## src/css_pkg.sv

```systemverilog
`default_nettype none
package css_pkg;
  localparam int CSS_DW = 16;
  localparam int CSS_AW = 8;

  // Register byte offsets on the plain register port.
  localparam logic [CSS_AW-1:0] CSS_PLLC_OFF = 8'h00;
  localparam logic [CSS_AW-1:0] CSS_POWERC_OFF = 8'h04;
  localparam logic [CSS_AW-1:0] CSS_STATUS_OFF = 8'h08;
  localparam logic [CSS_AW-1:0] CSS_IRQ_STAT_OFF = 8'h0c;
  localparam logic [CSS_AW-1:0] CSS_IRQ_MASK_OFF = 8'h10;

  // Reset values.
  localparam logic [CSS_DW-1:0] CSS_PLLC_RESET = 16'h0000;
  localparam logic [CSS_DW-1:0] CSS_POWERC_RESET = 16'h0000;
  localparam logic [1:0] CSS_IRQ_RESET = 2'h0;

  // Field positions.
  localparam int CSS_PLL_EN_BIT = 15;
  localparam int CSS_PLL_SEL_BIT = 14;
  localparam int CSS_SLOW_BIT = 10;
  localparam int CSS_MBITS_LO = 0;
  localparam int CSS_NBITS_LO = 5;
  localparam int CSS_IRQ_LOCK_BIT = 0;
  localparam int CSS_IRQ_SWITCH_BIT = 1;

  // Divider encodings: M is Mbits plus two, N is Nbits plus two, except 7 meaning one.
  localparam logic [4:0] CSS_M_BIAS = 5'h02;
  localparam logic [3:0] CSS_N_BIAS = 4'h2;
  localparam logic [2:0] CSS_NBITS_ONE = 3'h7;

  // Timing: clock period and the behavioural ring oscillator half period.
  localparam int CSS_CLK_PERIOD_PS = 4000;
  localparam int CSS_RING_HALF_PS = 200000;
  localparam logic [7:0] CSS_RING_HALF_CYCLES = 8'(CSS_RING_HALF_PS / CSS_CLK_PERIOD_PS);
  // Behavioural PLL lock time in rising edges of the external input.
  localparam logic [7:0] CSS_LOCK_EDGES = 8'h40;

  typedef struct packed {
    logic [CSS_AW-1:0] addr;
    logic [CSS_DW-1:0] wdata;
    logic write;
    logic read;
  } css_bus_req_t;

  typedef enum logic [1:0] {
    CSS_SRC_EXT,
    CSS_SRC_SLOW,
    CSS_SRC_PLL
  } css_src_t;
endpackage
`default_nettype wire

```

## src/css_clock_select.sv

```systemverilog
// Decided for this implementation: the plain strobed port and the address map.
`timescale 1ns/1ps
`default_nettype none
module css_clock_select
  import css_pkg::*;
(
  input wire logic clock,
  input wire logic reset_n,
  input wire css_bus_req_t busReq,
  output logic [CSS_DW-1:0] readData,
  input wire logic externalClockInput,
  input wire logic clockStop,
  output logic pllPowerEnable,
  output logic firstCoreLock,
  output logic secondCoreLock,
  output logic coreClock,
  output logic [1:0] activeSource,
  output logic irq
);

  logic [CSS_DW-1:0] pllControl;
  logic [CSS_DW-1:0] powerControl;
  logic [1:0] irqStatus;
  logic [1:0] irqMask;

  // Register decode.
  wire pllcWrite = busReq.write && (busReq.addr == CSS_PLLC_OFF);
  wire powercWrite = busReq.write && (busReq.addr == CSS_POWERC_OFF);
  wire irqStatWrite = busReq.write && (busReq.addr == CSS_IRQ_STAT_OFF);
  wire irqMaskWrite = busReq.write && (busReq.addr == CSS_IRQ_MASK_OFF);

  wire pllSourceSelect = pllControl[CSS_PLL_SEL_BIT];
  wire pllEnableBit = pllControl[CSS_PLL_EN_BIT];
  wire slowClockSelect = powerControl[CSS_SLOW_BIT];
  wire [4:0] mBits = pllControl[CSS_MBITS_LO +: 5];
  wire [2:0] nBits = pllControl[CSS_NBITS_LO +: 3];

  // The external input arrives from a pin; a level counts once two stages agree.
  logic [2:0] extSync;
  logic extLevel;
  wire extStable = extSync[1] == extSync[2];
  wire extRise = extStable && extSync[2] && !extLevel;

  always_ff @(posedge clock or negedge reset_n) begin
    if (!reset_n) begin
      extSync <= 3'h0;
      extLevel <= 1'b0;
    end else begin
      extSync <= {extSync[1:0], externalClockInput};
      if (extStable) begin
        extLevel <= extSync[2];
      end
    end
  end

  // Ring oscillator model: runs free from reset, needs no outside stimulus.
  logic [7:0] ringCount;
  logic ringLevel;
  wire ringWrap = ringCount == (CSS_RING_HALF_CYCLES - 8'h01);

  always_ff @(posedge clock or negedge reset_n) begin
    if (!reset_n) begin
      ringCount <= 8'h00;
      ringLevel <= 1'b0;
    end else begin
      ringCount <= ringWrap ? 8'h00 : ringCount + 8'h01;
      if (ringWrap) begin
        ringLevel <= !ringLevel;
      end
    end
  end

  // PLL model: measures the input period, then a phase accumulator adding M per
  // cycle toggles the output each time it passes N periods, giving M/2N times fin.
  // Until one input rise has been measured the limit is zero and the output stays low.
  logic [15:0] periodCount;
  logic [15:0] extPeriod;
  logic [20:0] phaseAcc;
  logic pllLevel;
  wire [4:0] mValue = mBits + CSS_M_BIAS;
  wire [3:0] nValue = (nBits == CSS_NBITS_ONE) ? 4'h1 : {1'b0, nBits} + CSS_N_BIAS;
  wire [19:0] phaseLimit = nValue * extPeriod;
  wire [20:0] phaseSum = phaseAcc + {16'h0000, mValue};
  wire phaseWrap = (phaseLimit != 20'h00000) && (phaseSum >= {1'b0, phaseLimit});

  always_ff @(posedge clock or negedge reset_n) begin
    if (!reset_n) begin
      periodCount <= 16'h0000;
      extPeriod <= 16'h0000;
    end else if (extRise) begin
      periodCount <= 16'h0000;
      extPeriod <= periodCount + 16'h0001;
    end else if (periodCount != 16'hffff) begin
      periodCount <= periodCount + 16'h0001;
    end
  end

  always_ff @(posedge clock or negedge reset_n) begin
    if (!reset_n) begin
      phaseAcc <= 21'h000000;
      pllLevel <= 1'b0;
    end else if (!pllEnableBit) begin
      phaseAcc <= 21'h000000;
      pllLevel <= 1'b0;
    end else if (phaseWrap) begin
      phaseAcc <= phaseSum - {1'b0, phaseLimit};
      pllLevel <= !pllLevel;
    end else begin
      phaseAcc <= phaseSum;
    end
  end

  // Lock: counts input edges while powered with untouched settings.
  // A write to the pll control register restarts the count, so a new setting never inherits an old lock.
  logic [7:0] lockCount;
  logic lockFlag;
  wire lockDone = extRise && !lockFlag && (lockCount == CSS_LOCK_EDGES - 8'h01);

  always_ff @(posedge clock or negedge reset_n) begin
    if (!reset_n) begin
      lockCount <= 8'h00;
      lockFlag <= 1'b0;
    end else if (pllcWrite || !pllEnableBit) begin
      lockCount <= 8'h00;
      lockFlag <= 1'b0;
    end else if (lockDone) begin
      lockFlag <= 1'b1;
    end else if (extRise && !lockFlag) begin
      lockCount <= lockCount + 8'h01;
    end
  end

  // Source selection: candidates are already synchronous to this clock, and the
  // switch is only taken while both the old and new source sit low.
  css_src_t curSource;
  css_src_t wantSource;
  logic stopGate;
  logic curLevel;
  logic candLevel;

  always_comb begin
    if (pllSourceSelect) begin
      wantSource = CSS_SRC_PLL;
    end else if (slowClockSelect) begin
      wantSource = CSS_SRC_SLOW;
    end else begin
      wantSource = CSS_SRC_EXT;
    end
  end

  always_comb begin
    case (curSource)
      CSS_SRC_EXT: curLevel = extLevel;
      CSS_SRC_SLOW: curLevel = ringLevel;
      CSS_SRC_PLL: curLevel = pllLevel;
      default: curLevel = 1'b0;
    endcase
  end

  always_comb begin
    case (wantSource)
      CSS_SRC_EXT: candLevel = extLevel;
      CSS_SRC_SLOW: candLevel = ringLevel;
      CSS_SRC_PLL: candLevel = pllLevel;
      default: candLevel = 1'b0;
    endcase
  end

  // Waiting for the output itself to sit low as well keeps a high phase from being cut short.
  wire switchNow = (wantSource != curSource) && !curLevel && !candLevel && !coreClock;
  wire next_coreClock = curLevel && !stopGate;

  always_ff @(posedge clock or negedge reset_n) begin
    if (!reset_n) begin
      curSource <= CSS_SRC_EXT;
      stopGate <= 1'b0;
      coreClock <= 1'b0;
    end else begin
      if (switchNow) begin
        curSource <= wantSource;
      end
      // The stop request only takes effect while the clock is low.
      if (!curLevel) begin
        stopGate <= clockStop;
      end
      coreClock <= next_coreClock;
    end
  end

  // Registers, interrupt status and read port.
  wire lockEvent = lockDone && !pllcWrite;
  wire [1:0] irqEvents = {switchNow, lockEvent};
  wire [1:0] irqClear = irqStatWrite ? busReq.wdata[1:0] : 2'h0;
  logic [CSS_DW-1:0] readMux;

  always_comb begin
    case (busReq.addr)
      CSS_PLLC_OFF: readMux = pllControl;
      CSS_POWERC_OFF: readMux = powerControl;
      CSS_STATUS_OFF: readMux = {13'h0000, curSource, lockFlag};
      CSS_IRQ_STAT_OFF: readMux = {14'h0000, irqStatus};
      CSS_IRQ_MASK_OFF: readMux = {14'h0000, irqMask};
      default: readMux = 16'h0000;
    endcase
  end

  always_ff @(posedge clock or negedge reset_n) begin
    if (!reset_n) begin
      pllControl <= CSS_PLLC_RESET;
      powerControl <= CSS_POWERC_RESET;
      irqStatus <= CSS_IRQ_RESET;
      irqMask <= CSS_IRQ_RESET;
      readData <= 16'h0000;
    end else begin
      if (pllcWrite) begin
        pllControl <= busReq.wdata;
      end
      if (powercWrite) begin
        powerControl <= busReq.wdata;
      end
      if (irqMaskWrite) begin
        irqMask <= busReq.wdata[1:0];
      end
      // A new event wins over a clear in the same cycle.
      irqStatus <= (irqStatus & ~irqClear) | irqEvents;
      // Read data stand for one cycle only and drop to zero otherwise.
      readData <= busReq.read ? readMux : 16'h0000;
    end
  end

  assign pllPowerEnable = pllEnableBit;
  assign firstCoreLock = lockFlag;
  assign secondCoreLock = lockFlag;
  assign activeSource = curSource;
  assign irq = |(irqStatus & irqMask);

  logic anyControlWrite;
  always_ff @(posedge clock or negedge reset_n) begin
    if (!reset_n) begin
      anyControlWrite <= 1'b0;
    end else if (pllcWrite || powercWrite) begin
      anyControlWrite <= 1'b1;
    end
  end
endmodule
`default_nettype wire

```

## config.mk

```make
export PLATFORM = sky130hd
export DESIGN_NAME = css_clock_select
export DESIGN_NICKNAME = d
export VERILOG_FILES = /design/src/css_pkg.sv /design/src/css_clock_select.sv
export SDC_FILE = /design/constraint.sdc
export NUM_CORES = 1
export LEC_CHECK = 0
export BUFFER_PORTS_ARGS = -buffer_cell sky130_fd_sc_hd__buf_2
export CAP_MARGIN = 30
export CORE_ASPECT_RATIO = 0.75
export CORE_MARGIN = 5
export CORE_UTILIZATION = 40
export DETAILED_ROUTE_END_ITERATION = 8
export REMOVE_ABC_BUFFERS = 1
export SETUP_SLACK_MARGIN = 0.05
export SYNTH_ARGS = -nofsm -noshare
export SYNTH_HDL_FRONTEND = slang
export SYNTH_SLANG_ARGS = --single-unit
```

## constraint.sdc

```tcl
create_clock -name clock -period 9.9 [get_ports clock]
set_clock_uncertainty 0.05 [all_clocks]
set_input_delay 1.98 -clock clock [delete_from_list [all_inputs] [get_ports clock]]
set_output_delay 1.98 -clock clock [all_outputs]
set_load 0.01 [all_outputs]
```

; ---- Word-level counts from Yosys, hierarchy flattened
; Index checks and enable logic that the tools add are counted.
[word_totals]
in_bits = 30
reg_bits = 132
wordCells = 101
output_inout_bits = 23
[classes]
eq_ne = 16
muxes = 20
n_mul = 1
add_sub_neg = 7
n_lt_le_gt_ge = 1
n_reduce_logical = 34
n_bitwise = 4
[op_table]
columns = cell, n
row1 = $pmux W16 S5, 1
row2 = $mux W16, 3
row3 = $mux W21, 2
row4 = $mux W8, 4
row5 = $add A21 B5 Y21, 1
row6 = $ge A21 B20 Y1, 1
row7 = $sub A21 B20 Y21, 1
row8 = $mul A4 B16 Y20, 1
row9 = $reduce_bool A20 Y1, 1
row10 = $add A16 B1 Y16 const B, 1
row11 = $add A8 B1 Y8 const B, 2
row12 = $eq A8 B4 Y1 const B, 2
row13 = $eq A8 B6 Y1 const B, 2
row14 = $ne A16 B16 Y1 const B, 1
row15 = $logic_and A1 B1 Y1, 14
row16 = $logic_not A1 Y1, 10
row17 = $eq A8 B3 Y1 const B, 1
row18 = $eq A8 B5 Y1 const B, 1
row19 = $logic_not A8 Y1, 1
row20 = $pmux W1 S3, 2
row21 = $reduce_bool A2 Y1, 3
row22 = $add A5 B2 Y5 const B, 1
row23 = $mux W1, 5
row24 = $add A3 B2 Y4 const B, 1
row25 = other kinds (15), 21

; ---- Logic depth before layout (Yosys ltp)
[depth]
ltp_word = 8
ltp_mapped = 27
ltp_nobuf = 24

; ---- Worst setup path after synthesis
; Ideal clock, no wire load.
[synth_timing]
path_kind = reg-to-reg
startpoint = register pllControl[6]
endpoint = register phaseAcc[11]
stages_incl_launch_ff = 25
required_time_ns = 9.730
t_arrival_ns = 5.412
n_path_buf = 3
slack_ns = 4.318
synth_period_minus_slack_ns = 5.582
cell_sequence = dfrtp_1 > ha_1 > inv_1 > a31oi_1 > clkbuf_1 > nand2_1 > fa_1 > inv_1 > fa_1 > ha_1 > clkbuf_1 > a21oi_2 > a21oi_1 > a31o_1 > o41a_1 > xnor2_2 > ha_1 > nand4_1 > nor4_1 > nor3_1 > o211a_1 > a41oi_2 > buf_4 > mux2i_1 > nor2b_1
[synth_via]
elab_chain_len = 7
elab_cells_between_ends = 10
classes_between = add/sub: 2 / mul: 1 / order compare: 1 / eq/ne: 1 / mux: 3 / reduce/logical: 2
[synth_rtl]
columns = element, line_no
row1 = start: declaration, css_clock_select.sv:21  ; logic [CSS_DW-1:0] pllControl;
row2 = start signal: assignment, css_clock_select.sv:216  ; pllControl <= busReq.wdata;
row3 = $add A3 B2 Y4 / $eq A3 B3 Y1 (equally long branches), css_clock_select.sv:81  ; wire [3:0] nValue = (nBits == CSS_NBITS_ONE) ? 4'h1 : {1'b0, nBits} + CSS_N_BIAS;
row4 = $mux W4 (*), css_clock_select.sv:81
row5 = $mul A4 B16 Y20 (*), css_clock_select.sv:82  ; wire [19:0] phaseLimit = nValue * extPeriod;
row6 = $ge A21 B20 Y1 / $reduce_bool A20 Y1 (equally long branches), css_clock_select.sv:84  ; wire phaseWrap = (phaseLimit != 20'h00000) && (phaseSum >= {1'b0, phaseLimit});
row7 = $logic_and A1 B1 Y1, css_clock_select.sv:84
row8 = $mux W21 (*), css_clock_select.sv:105  ; end else if (phaseWrap) begin
row9 = $mux W21 (*), css_clock_select.sv:102  ; end else if (!pllEnableBit) begin
row10 = end signal: assignment, css_clock_select.sv:106  ; phaseAcc <= phaseSum - {1'b0, phaseLimit};
row11 = end signal: assignment, css_clock_select.sv:109  ; phaseAcc <= phaseSum;
row12 = end: declaration, css_clock_select.sv:78  ; logic [20:0] phaseAcc;
; Every way passes the cells marked *; elsewhere a longest branch is shown, timed or not.
; A chain may end at the register's enable or synchronous reset.

; ---- Worst setup path in the final report
[layout_timing]
startpoint = register pllControl[6]
endpoint = register phaseAcc[12]
; Same word-level chain as after synthesis.

==> qor.yml <==
routing:
  wl_per_cell_microns: 15.0
  drcViolationCount: 0
  ant_nets: 0
  drtIter0Drc: 372
  avgViaCountPerCell: 5.11
  drt-total-wl_microns: 19700
  vias: 6705
  drt_pass1_iterations: 5
floorplan:
  coreArea_sq_um: 22200
  die_x_microns: 184
  row_count: 47
  floorplan.initialDensity: 0.410
  io_pins: 53
  dieArea_sq_um: 25900
  die_h_microns: 141
clocking:
  cts_root_buf: "clkbuf_16"
  postCtsSetupRepairBufs: 0
  cts.path.max_buffers: 2
  cts_buffers: 17
  clk_latency_ps: 420
  cts-htree-levels: 4
  cts_tree: "done"
  post_cts_resized: 0
  cts.sinks: 132
  path_clk_slew_ps: 50
  hold_buffers: 0
place:
  post-dp-hpwl_microns: 14900
  gp_congestion: 0.822
  port_buffers: 52
  post_dp_cell_area_sq_um: 9720
critical_path:
  crit_required_ps: 10150
  crit_fanout: 20
  cp-start-kind: "register"
  path_class: "register to register"
  end_kind: "register"
  arrival_ps: 6920
synthesis:
  syn_area_per_cell_sq_um: 9.52
  yosysTopAreaCell: "dfrtp_1"
  netlist_area_sq_um: 9120
  synth_edf_count: 0
  synth-main-ff-cell: "dfrtp_1"
  synthCells: 958
  async_reset_ff_frac: 1.00
  ys_seq_elements: 132
  ys_seq_area_frac: 0.362
  synth_cell_types: 65
  ys_warn_count: 0
  synth_top_area_share: 0.362
  ys_top_cells_by_area: "dfrtp_1, ha_1, fa_1"
final_layout:
  post-route-util: 0.465
  area_growth_pct: 13.3
  drive_above_1_share: 0.139
  nets: 1121
  final_area_sq_um: 10300
  diodes: 0
grt:
  grt-ovfl-total: 0
  grt_max_degree: 72
  grt_usage: 0.158
  grt_pass1_vias: 6570
  antenna_found_initial: 0
  grt_first_pass_wirelength_microns: 34000
power:
  p_total_mw: 2.31
  powerDensity_nw_per_um2: 224
  total_leakage_power_nw: 4.96
  irDropWorstVdd_v: 0.000215
timing:
  rsz0062_at_grt: "no"
  final.period_utilization: 0.674
  worst_slew_pin_slew_ps: 993
  setup_tns_ps: 0
  maxSlewViolCount: 0
  whs_ps: 302
  post-route-min-period_ps: 6670
  setup_violations: 0
  fmax_mhz: 150
  finalHoldViolCount: 0
  max_slew_margin: 0.338
outcome:
  status: "finished clean"
flow_run:
  drv_cap: 0
hold_path:
  hold_class: "register to register"
-- cells in the final DEF, fill, tap and decap left out, drive strengths merged, types with 3 or more instances in the layout --
master   count
a211oi       4
a21o         8
a21oi       42
a22oi       16
and2        39
and3        10
and4         3
buf         60
bufinv       3
clkbuf      21
clkinv       5
dfrtp      132
fa          30
ha          56
inv         50
mux2        38
mux2i       20
nand2       91
nand2b      15
nand3       30
nand4       11
nor2        91
nor2b       34
nor3        21
nor3b        3
nor4         4
o2111ai      3
o211a        5
o211ai       5
o21a         4
o21ai       46
o21bai       3
xnor2       47
xor2        31
-- metrics by stage --
step	setup slack, ps	cells
2_1_floorplan	3270	926
4_1_cts	3200	1312
6_report	3230	1312
5_1_grt	2580	1312
3_3_place_gp	2610	1276
3_5_place_dp	3220	1280
-- layout make-up --
class,instances,area (sq um)
repair buffers,60,364
clock buffers,21,460
inverters,49,184
multi-input cells,745,5500
fillers,2151,11900
well taps,294,368
flip-flops and latches,132,3300
clock inverters,11,150
-- state kept, by name, indices dropped and copies added, names as in the netlist, 3 cells and up --
name	cells
extPeriod	16
extSync	3
lockCount	8
periodCount	16
phaseAcc	21
pllControl	16
powerControl	16
readData	16
ringCount	8
-- cell usage after synthesis (3+ instances only) --
master	instances
o211ai_1	5
nand3_1	30
o21a_1	4
nor3b_1	3
fa_1	30
xnor2_1	46
and2_1	39
dfrtp_1	132
mux2i_1	20
xor2_1	31
nor3_1	21
and4_1	3
ha_1	56
o211a_1	5
mux2_2	38
nand2_1	91
o21ai_1	8
nor4_1	4
o2111ai_1	3
o21ai_0	38
a21oi_1	40
nand2b_1	15
inv_1	49
nand4_1	11
clkbuf_1	26
o21bai_1	3
and3_1	10
nor2_1	91
a21o_1	8
a22oi_1	16
nor2b_1	33
-- critical path, stage by stage, from the launching register on --
cell,delay (ps)
dfrtp_1,710
ha_1,510
and2_1,270
fa_1,490
inv_1,50
fa_1,520
inv_1,40
ha_1,340
a21oi_1,270
o31ai_4,150
o211ai_1,240
a21oi_1,110
nor4b_2,500
ha_1,330
and2_1,170
nand4_1,120
nor4_1,300
nor3_1,80
o211a_1,280
a41oi_4,500
buf_16,230
mux2i_1,210
nor2b_1,70
-- power breakdown --
group	internal (mW)	switching, mW	total [mW]
clock	0.411	0.242	0.652
sequential	0.579	0.0407	0.620
combinational	0.476	0.564	1.04
total	1.47	0.846	2.31
-- layer usage --
| metal | vias to the layer above | global-route usage | wire length, microns |
|---|---|---|---|
| met5 | - | 0 | 0 |
| met1 | 3179 | 0.262 | 10900 |
| li1 | 3398 | - | - |
| met4 | 0 | 0.0280 | 140 |
| met3 | 11 | 0.0309 | 880 |
| met2 | 117 | 0.212 | 7850 |
-- cell families after synthesis --
| family | Yosys count | share of synthesized area |
|---|---|---|
| AOI/OAI and AO/OA | 160 | 0.118 |
| xor gates and xnor gates | 78 | 0.0757 |
| adders and majority gates | 86 | 0.143 |
| buffers and inverters | 81 | 0.0358 |
| DFF | 132 | 0.362 |
| muxes | 58 | 0.0689 |
| and+or+nand+nor | 363 | 0.197 |
-- worst paths after layout --
| check | start | end | slack, ps | cells past startpoint |
|---|---|---|---|---|
| setup / recovery | pllControl[6]$_DFFE_PN0P_ | phaseAcc[12]$_DFF_PN0_ | 3230 | 22 |
| hold / removal | extSync[0]$_DFF_PN0_ | extSync[1]$_DFF_PN0_ | 300 | 0 |
| setup reg to reg | pllControl[6]$_DFFE_PN0P_ | phaseAcc[12]$_DFF_PN0_ | 3230 | 22 |
| hold reg to reg | extSync[0]$_DFF_PN0_ | extSync[1]$_DFF_PN0_ | 300 | 0 |
| max in group asynchronous | reset_n | periodCount[0]$_DFFE_PN0P_ | 7360 | 3 |
| min in group asynchronous | reset_n | pllControl[12]$_DFFE_PN0P_ | 1470 | 1 |
(Power assumes the default switching activity.)
